==> config.mk <==
export PLATFORM = sky130hd
export DESIGN_NAME = daqio_regs
export DESIGN_NICKNAME = d
export VERILOG_FILES = /design/src/verilog/daqio_pkg.sv /design/src/verilog/daqio_dac_if.sv /design/src/verilog/daqio_dac.sv /design/src/verilog/daqio_regs.sv
export SDC_FILE = /design/constraint.sdc
export NUM_CORES = 1
export LEC_CHECK = 0
export ABC_CLOCK_PERIOD_IN_PS = 2400
export BUFFER_PORTS_ARGS = -buffer_cell sky130_fd_sc_hd__buf_2
export CAP_MARGIN = 0
export CORE_ASPECT_RATIO = 0.9
export CORE_MARGIN = 3
export CORE_UTILIZATION = 55
export CTS_CLUSTER_DIAMETER = 120
export DETAILED_ROUTE_END_ITERATION = 6
export PLACE_DENSITY_LB_ADDON = 0.3
export SLEW_MARGIN = 20
export SYNTH_ARGS = -nofsm -noshare
export SYNTH_HDL_FRONTEND = slang
export SYNTH_SLANG_ARGS = --single-unit
==> constraint.sdc <==
create_clock -name core_clk -period 2.4 [get_ports core_clk]
set_clock_uncertainty 0.1 [all_clocks]
set_input_delay 0.12 -clock core_clk [delete_from_list [all_inputs] [get_ports core_clk]]
set_output_delay 0.12 -clock core_clk [all_outputs]
set_load 0.1 [all_outputs]
==> src/verilog/daqio_pkg.sv <==
// Constants and types shared by the digital I/O, D/A and status register block
package daqio_pkg;

    // ------------------------------------------------------------
    // Host port geometry
    // ------------------------------------------------------------
    localparam int unsigned DAQIO_ADDR_W = 5;
    localparam int unsigned DAQIO_DATA_W = 8;
    localparam int unsigned DAQIO_DIO_W  = 16;
    localparam int unsigned DAQIO_DAC_W  = 12;
    localparam int unsigned DAQIO_CHAN_W = 4;
    localparam int unsigned DAQIO_LVL_W  = 3;

    // ------------------------------------------------------------
    // Register offsets
    // ------------------------------------------------------------
    localparam logic [DAQIO_ADDR_W-1:0] DAQIO_OFF_DIO_LOW  = 5'h03;
    localparam logic [DAQIO_ADDR_W-1:0] DAQIO_OFF_DAC_LOW  = 5'h04;
    localparam logic [DAQIO_ADDR_W-1:0] DAQIO_OFF_DAC_HIGH = 5'h05;
    localparam logic [DAQIO_ADDR_W-1:0] DAQIO_OFF_FIFO_IRQ = 5'h06;
    localparam logic [DAQIO_ADDR_W-1:0] DAQIO_OFF_STATUS   = 5'h08;
    localparam logic [DAQIO_ADDR_W-1:0] DAQIO_OFF_DIO_HIGH = 5'h0B;

    // ------------------------------------------------------------
    // Field positions
    // ------------------------------------------------------------
    localparam int unsigned DAQIO_FIFO_EN_BIT  = 0;
    localparam int unsigned DAQIO_WIDTH_BIT    = 7;
    localparam int unsigned DAQIO_DAC_LOW_MSB  = 7;
    localparam int unsigned DAQIO_DAC_LOW_LSB  = 4;
    localparam int unsigned DAQIO_DAC_LOW_W    = 4;

    // ------------------------------------------------------------
    // Reset values
    // ------------------------------------------------------------
    localparam logic [DAQIO_DIO_W-1:0]  DAQIO_DOUT_RST = 16'h0000;
    localparam logic [DAQIO_DAC_W-1:0]  DAQIO_DAC_RST  = 12'h000;
    localparam logic [DAQIO_DATA_W-1:0] DAQIO_BYTE_RST = 8'h00;

    // ------------------------------------------------------------
    // Read answer state
    // ------------------------------------------------------------
    typedef enum logic [0:0] {
        DAQIO_RD_IDLE   = 1'b0,
        DAQIO_RD_ANSWER = 1'b1
    } daqio_rd_e;

endpackage

==> src/verilog/daqio_dac_if.sv <==
// Link between the register decoder and the D/A double buffer
`timescale 1ns/1ps
interface daqio_dac_if;
    import daqio_pkg::*;

    logic                    wr_low;     // Low byte write strobe
    logic                    wr_high;    // High byte write strobe
    logic [DAQIO_DATA_W-1:0] wdata;      // Host write byte
    logic [DAQIO_DAC_W-1:0]  dac_value;  // Value applied to converter

    modport regs (output wr_low, output wr_high, output wdata, input dac_value);
    modport dac  (input wr_low, input wr_high, input wdata, output dac_value);
endinterface

==> src/verilog/daqio_dac.sv <==
// Double-buffered 12-bit D/A data holder
`timescale 1ns/1ps
module daqio_dac
    import daqio_pkg::*;
(
    input  wire logic core_clk,  // Card clock
    input  wire logic resetn,    // Async reset, active low
    input  wire logic ce,        // Clock enable
    daqio_dac_if.dac  bus        // Strobes and data from decoder
);

    // ------------------------------------------------------------
    // State
    // ------------------------------------------------------------
    typedef struct packed {
        logic [DAQIO_DAC_LOW_W-1:0] low_hold;  // Held low nibble
        logic [DAQIO_DAC_W-1:0]     dac_out;   // Converter input
    } daqio_dac_s;

    daqio_dac_s st_ff;
    daqio_dac_s nxt_st;

    // Low write parks the nibble, high write commits the whole word
    always_comb begin
        nxt_st = st_ff;
        if (bus.wr_low) begin
            nxt_st.low_hold = bus.wdata[DAQIO_DAC_LOW_MSB:DAQIO_DAC_LOW_LSB];
        end
        if (bus.wr_high) begin
            // Single update, so the converter never sees a half-new word
            nxt_st.dac_out = {bus.wdata, st_ff.low_hold};
        end
    end

    // State register
    always_ff @(posedge core_clk or negedge resetn) begin
        if (!resetn) begin
            st_ff <= '{low_hold: '0, dac_out: DAQIO_DAC_RST};
        end else if (ce) begin
            st_ff <= nxt_st;
        end
    end

    assign bus.dac_value = st_ff.dac_out;

endmodule

==> src/verilog/daqio_regs.sv <==
// Digital I/O, D/A and A/D status registers of the acquisition card
//
// How it works
// - Reads of 03H and 0BH return input lines 0-7 and 8-15.
// - Input lines are sampled at each read, never latched; drive ends after.
// - Writes to 03H and 0BH load output lines 0-7 and 8-15.
// - Output latches hold until rewritten; reads at those offsets give inputs.
// - D/A value is 12 bits: low nibble from 04H bits 7-4, high from 05H.
// - Low D/A write only fills a holding register.
// - High D/A write moves high byte and held nibble to converter together.
// - Bit 0 at 06H enables the FIFO interrupt; bits 6-1 ignored.
// - Any write to 08H clears the pending conversion interrupt, unless a conversion finishes in the same cycle.
// - Status at 08H: busy, polarity, input setup, data valid, channel.
// - Write to status clears only data valid; other bits unchanged.
// - Busy reads 1 during conversion, 0 when idle and ready.
// - Polarity reads 0 for bipolar next channel, 1 for unipolar.
// - Input setup reads 0 for 8 differential, 1 for 16 single-ended.
// - Data valid sets when a conversion finishes, 0 until then.
// - Data valid with interrupt gate set raises the bus interrupt.
// - While idle, low status bits show the next channel number.
// - Interrupt gate at 0 keeps any interrupt off the host bus.
`timescale 1ns/1ps
module daqio_regs
    import daqio_pkg::*;
(
    input  wire logic                    core_clk,               // Card clock, 40 MHz
    input  wire logic                    resetn,                 // Async reset, active low
    input  wire logic                    ce,                     // Clock enable
    // Host I/O port
    input  wire logic [DAQIO_ADDR_W-1:0] io_addr,                // Byte offset
    input  wire logic                    io_wr,                  // Write strobe
    input  wire logic                    io_rd,                  // Read strobe
    input  wire logic [DAQIO_DATA_W-1:0] io_wdata,               // Write byte
    output logic      [DAQIO_DATA_W-1:0] io_rdata,               // Read byte
    output logic                         io_rdata_oe,            // Read data driven
    // Field digital lines
    input  wire logic [DAQIO_DIO_W-1:0]  input_port_bits,        // Input pins
    output logic      [DAQIO_DIO_W-1:0]  output_port_bits,       // Output pins
    // Converter side
    output logic      [DAQIO_DAC_W-1:0]  dac_value_bits,         // D/A word
    input  wire logic                    conv_start,             // Conversion begun
    input  wire logic                    conv_done,              // Result ready
    input  wire logic [DAQIO_CHAN_W-1:0] next_channel_number,    // Mux next channel
    input  wire logic                    next_chan_unipolar,     // Next range unipolar
    input  wire logic                    input_config_flag,      // Setup jumper pin
    // Neighbouring control register
    input  wire logic                    irq_gate,               // Interrupt gate bit
    input  wire logic [DAQIO_LVL_W-1:0]  irq_level_select,       // Interrupt level
    output logic                         fifo_irq_enable,        // FIFO interrupt on
    output logic                         converter_width_select, // Width select bit
    output logic                         irq_req,                // Interrupt request
    output logic      [DAQIO_LVL_W-1:0]  irq_level               // Level for irq_req
);

    // ------------------------------------------------------------
    // State
    // ------------------------------------------------------------
    typedef struct packed {
        logic [DAQIO_DIO_W-1:0]  din_meta;   // First sync stage
        logic [DAQIO_DIO_W-1:0]  din_sync;   // Second sync stage
        logic                    cfg_meta;   // Jumper first stage
        logic                    cfg_sync;   // Jumper second stage
        logic [DAQIO_DIO_W-1:0]  dout;       // Output latches
        logic                    fifo_en;    // FIFO interrupt enable
        logic                    width_sel;  // Converter width select
        logic                    busy;       // Conversion in progress
        logic                    valid;      // Data valid flag
        logic [DAQIO_CHAN_W-1:0] chan;       // Reported channel
        logic                    irq;        // Interrupt output
        logic [DAQIO_LVL_W-1:0]  level;      // Interrupt level
        daqio_rd_e               rd_state;   // Read answer phase
        logic [DAQIO_DATA_W-1:0] rdata;      // Read answer byte
    } daqio_regs_s;

    daqio_regs_s st_ff;
    daqio_regs_s nxt_st;

    daqio_dac_if dac_link ();

    // ------------------------------------------------------------
    // Address decode
    // ------------------------------------------------------------
    logic                    wr_dio_low;
    logic                    wr_dio_high;
    logic                    wr_fifo;
    logic                    wr_status;
    logic                    rd_hit;
    logic [DAQIO_DATA_W-1:0] rd_byte;
    logic [DAQIO_DATA_W-1:0] status_byte;

    // Write strobes, one per documented offset
    assign wr_dio_low  = io_wr && (io_addr == DAQIO_OFF_DIO_LOW);
    assign wr_dio_high = io_wr && (io_addr == DAQIO_OFF_DIO_HIGH);
    assign wr_fifo     = io_wr && (io_addr == DAQIO_OFF_FIFO_IRQ);
    assign wr_status   = io_wr && (io_addr == DAQIO_OFF_STATUS);

    // D/A strobes go to the double buffer
    assign dac_link.wr_low  = io_wr && (io_addr == DAQIO_OFF_DAC_LOW);
    assign dac_link.wr_high = io_wr && (io_addr == DAQIO_OFF_DAC_HIGH);
    assign dac_link.wdata   = io_wdata;

    // Status layout, channel frozen by the state logic while busy
    assign status_byte = {st_ff.busy,
                          next_chan_unipolar,
                          st_ff.cfg_sync,
                          st_ff.valid,
                          st_ff.chan};

    // Read mux; the output latches are never a source here
    always_comb begin
        rd_hit  = 1'b0;
        rd_byte = DAQIO_BYTE_RST;
        case (io_addr)
            DAQIO_OFF_DIO_LOW: begin
                rd_hit  = 1'b1;
                rd_byte = st_ff.din_sync[DAQIO_DATA_W-1:0];
            end
            DAQIO_OFF_DIO_HIGH: begin
                rd_hit  = 1'b1;
                rd_byte = st_ff.din_sync[DAQIO_DIO_W-1:DAQIO_DATA_W];
            end
            DAQIO_OFF_STATUS: begin
                rd_hit  = 1'b1;
                rd_byte = status_byte;
            end
            default: begin
                rd_hit  = 1'b0;
                rd_byte = DAQIO_BYTE_RST;
            end
        endcase
    end

    // ------------------------------------------------------------
    // Next state
    // ------------------------------------------------------------
    always_comb begin
        nxt_st = st_ff;

        // Pins pass two stages before anything reads them
        nxt_st.din_meta = input_port_bits;
        nxt_st.din_sync = st_ff.din_meta;
        nxt_st.cfg_meta = input_config_flag;
        nxt_st.cfg_sync = st_ff.cfg_meta;

        // Output byte latches, held until the same byte is rewritten
        if (wr_dio_low) begin
            nxt_st.dout[DAQIO_DATA_W-1:0] = io_wdata;
        end
        if (wr_dio_high) begin
            nxt_st.dout[DAQIO_DIO_W-1:DAQIO_DATA_W] = io_wdata;
        end

        // Only bit 0 and the width bit matter; bits 6-1 are dropped
        if (wr_fifo) begin
            nxt_st.fifo_en   = io_wdata[DAQIO_FIFO_EN_BIT];
            nxt_st.width_sel = io_wdata[DAQIO_WIDTH_BIT];
        end

        // Busy: a new start wins over a done in the same cycle
        if (conv_start) begin
            nxt_st.busy = 1'b1;
        end else if (conv_done) begin
            nxt_st.busy = 1'b0;
        end

        // Channel follows the mux only while idle, so a read
        // during conversion never shows a channel in flux
        if (!nxt_st.busy) begin
            nxt_st.chan = next_channel_number;
        end

        // Data valid: a finishing conversion beats a host clear
        if (conv_done) begin
            nxt_st.valid = 1'b1;
        end else if (wr_status) begin
            nxt_st.valid = 1'b0;
        end

        // Interrupt follows the flag, gated by the control bit
        nxt_st.irq   = nxt_st.valid && irq_gate;
        nxt_st.level = irq_level_select;

        // Read answer: sample now, drive for one cycle, then release
        case (st_ff.rd_state)
            DAQIO_RD_IDLE: begin
                if (io_rd && rd_hit) begin
                    nxt_st.rd_state = DAQIO_RD_ANSWER;
                    nxt_st.rdata    = rd_byte;
                end
            end
            DAQIO_RD_ANSWER: begin
                nxt_st.rd_state = DAQIO_RD_IDLE;
                nxt_st.rdata    = DAQIO_BYTE_RST;
            end
            default: begin
                nxt_st.rd_state = DAQIO_RD_IDLE;
                nxt_st.rdata    = DAQIO_BYTE_RST;
            end
        endcase
    end

    // ------------------------------------------------------------
    // State register
    // ------------------------------------------------------------
    always_ff @(posedge core_clk or negedge resetn) begin
        if (!resetn) begin
            st_ff <= '{din_meta:  '0,
                       din_sync:  '0,
                       cfg_meta:  1'b0,
                       cfg_sync:  1'b0,
                       dout:      DAQIO_DOUT_RST,
                       fifo_en:   1'b0,
                       width_sel: 1'b0,
                       busy:      1'b0,
                       valid:     1'b0,
                       chan:      '0,
                       irq:       1'b0,
                       level:     '0,
                       rd_state:  DAQIO_RD_IDLE,
                       rdata:     DAQIO_BYTE_RST};
        end else if (ce) begin
            st_ff <= nxt_st;
        end
    end

    // ------------------------------------------------------------
    // D/A double buffer
    // ------------------------------------------------------------
    daqio_dac u_dac (
        .core_clk (core_clk),
        .resetn   (resetn),
        .ce       (ce),
        .bus      (dac_link.dac)
    );

    // ------------------------------------------------------------
    // Outputs, all from flip-flops
    // ------------------------------------------------------------
    assign io_rdata               = st_ff.rdata;
    assign io_rdata_oe            = (st_ff.rd_state == DAQIO_RD_ANSWER);
    assign output_port_bits       = st_ff.dout;
    assign dac_value_bits         = dac_link.dac_value;
    assign fifo_irq_enable        = st_ff.fifo_en;
    assign converter_width_select = st_ff.width_sel;
    assign irq_req                = st_ff.irq;
    assign irq_level              = st_ff.level;

endmodule

==> metrics.txt <==
crit-path max cell delay 0.60 ns; estimated wirelength of the detail-placed design 4920 µm; Non-Filler Instances 451; #FFs+latches synth 87; GRT Util Overall 19.8%; Skew-Pair Late Insertion Delay 0.36 ns; yosys warns 0; PD cells 814 nW/µm²; DR DRC count 0; Yosys top cell by area dfrtp_1; initial antenna violation count 0; min-delay src conv_start; layout cells sized above 1 54.3%; Main synth FF type dfrtp_1; post-placement cell area 4120 µm²; total wire length 7300 µm; worst path bufs/invs 0; RR Endpoint st_ff[14]$_DFFE_PN0P_; Worst path slowest cell a211oi_1; drt pass-1 iters 4; first-pass GRT wire length 12000 µm; Critical Path, Cell by Cell a211oi_1 > mux2_2; routed vias 2342; syn nets 313; Sink Count 87; Row Count 28; R2R Setup Slk 0.79 ns; Synth top area share 56.3%; reg2reg start st_ff[18]$_DFFE_PN0P_; Mapped Cells 267; drt initial violations 96; unrepaired setup endpoints after global routing no; most frequent cells in the layout 87 x dfrtp_1, 87 x buf_2, 78 x mux2_2, 35 x dlygate4sd3_1, 12 x clkbuf_8; vias in the first global route 2419; Longest Clk Path Bufs 2; leakage power 0.00231 µW; post-route minimum period 1.61 ns; # IOs 89; Crit path required time 2.55 ns; Initial Util 57.8%; actual slew at the worst max-slew pin 0.708 ns; status finished clean; largest net degree at the start of global routing 88; synth top area cells dfrtp_1 56%, mux2_2 23%, buf_4 8.3%; CP max FO 5; Crit path arrival time 1.76 ns; post-DR vias/cell 5.19; CTS resizes 0; WL/cell 16.2 µm; endpoint class of the critical path flip-flop; Remaining Overflow, GRT 0; # diodes 0; Core ar. 6690 µm²; CTS tree done; Reg clk slew, reported paths 0.08 ns; Worst VDD drop 0.000425 V; H-tree depth 3; CP top delay family compound AO/OA/AOI/OAI gates; CP Class reg -> reg; RePlAce Congestion 0.770; endpoints failing setup 0; Die Span Y 85.6 µm; Startpoint Class flip-flop; die width 94.4 µm; Yosys cell types 29; design area 4690 µm²; total power 3820 µW; DP Cell Count 400; Root Driver clkbuf_8; crit share post-route 67.2%; final setup TNS 0 ns; Post-synth ARST share 100%; Die ar. 8080 µm²; Max Freq 620 MHz; hold depth 3; I/O Buffers 88; Syn Area/Cell 14.5 µm²; fillcell total 480; register area share after synthesis 56.3%; Worst slew margin 52.5%; Final #Nets 402; antenna-violating nets left 0; worst min path class in -> reg; max-slew violations 0; R2R depth 2; hold path endpoint st_ff[18]$_DFFE_PN0P_; Syn-to-layout area delta 21.2%; final hold viol count 0; netlist area before placement 3870 µm²; Post-synth EDFFs 0; TritonCTS Buffers 9; # Max-Cap Violations 0
==> through the flow <==
step | hold WS, ns | setup WS, ns | utilization, %
finish | 0.00263 | 0.788 | 70.1
global route | 0.0533 | 0.687 | 70.1
CTS | 0.00567 | 0.785 | 70.1
detailed placement | 0.0871 | 0.581 | 61.6
global placement | 0.0864 | 0.647 | 61.6
floorplan | -0.276 | 0.569 | -
==> timing repair <==
| action | 4_1_cts | 5_1_grt |
|---|---|---|
| endpoints found under the hold margin | 142 | 0 |
| setup buffers | 0 | 0 |
| hold buffers | 35 | 0 |
==> worst min-delay path: stages <==
cell      delay, ns
buf_2          0.09
a211oi_1       0.10
nor2_1         0.11
==> area by class of cell <==
type / instances / area [µm²] / area share (%)
Sequential cell: 87 / 2180 / 46.4
Multi-Input combinational cell: 124 / 1310 / 28.0
Timing Repair Buffer: 129 / 851 / 18.1
Clock buffer: 12 / 165 / 3.52
Tap cell: 90 / 113 / 2.40
Clock inverter: 4 / 52.6 / 1.12
Inverter: 5 / 18.8 / 0.400
==> sequential cells by signal, indices dropped and copies added, names as in the netlist <==
signal and flops:
st_ff 23, nxt_st 17, output_port_bits 16, u_dac.bus.dac_value 12, io_rdata 8, u_dac.st_ff 4, irq_level 3, converter_width_select 1
fifo_irq_enable 1, io_rdata_oe 1, irq_req 1
==> cells in the mapped netlist (2+ instances only) <==
master / n
dfrtp_1: 87
mux2_2: 78
buf_4: 43
a22o_1: 9
a32o_1: 8
buf_2: 5
inv_1: 5
mux2_4: 4
nor2_1: 4
clkbuf_1: 3
and2_1: 2
nor4bb_1: 2
==> layer usage <==
| metal | share of wire (%) | vias up | global-route usage [%] |
|---|---|---|---|
| met5 | 0 | - | 0 |
| met4 | 1.8 | 0 | 6.04 |
| met3 | 5.0 | 13 | 6.14 |
| met2 | 49 | 53 | 31.4 |
| met1 | 44 | 1178 | 26.2 |
| li1 | - | 1098 | - |
==> worst max-delay path by stage <==
stage | start | to | slack, ns | depth (start not counted)
after CTS | st_ff[18]$_DFFE_PN0P_ | st_ff[14]$_DFFE_PN0P_ | 0.78 | 2
after global routing | st_ff[18]$_DFFE_PN0P_ | st_ff[14]$_DFFE_PN0P_ | 0.69 | 2
after global placement | io_addr[2] | output_port_bits[8]$_DFFE_PN0P_ | 0.65 | 5
final | st_ff[18]$_DFFE_PN0P_ | st_ff[14]$_DFFE_PN0P_ | 0.79 | 2
after detailed placement | io_addr[0] | output_port_bits[11]$_DFFE_PN0P_ | 0.58 | 5
after floorplan | io_rdata_oe$_DFFE_PN0P_ | io_rdata[0]$_DFFE_PN0P_ | 0.57 | 3
==> power breakdown <==
group | switching (µW) | internal [µW]
clock network | 498 | 568
logic | 739 | 291
registers | 88.7 | 1640
total | 1330 | 2490
==> cell families after synthesis <==
| kind of cell | share of synthesized area [%] |
|---|---|
| mux | 24.8 |
| compound gates | 5.47 |
| flops | 56.3 |
| buf+inv | 9.77 |
| simple gates | 3.69 |
Note: power is estimated with default switching activity, not from simulation.
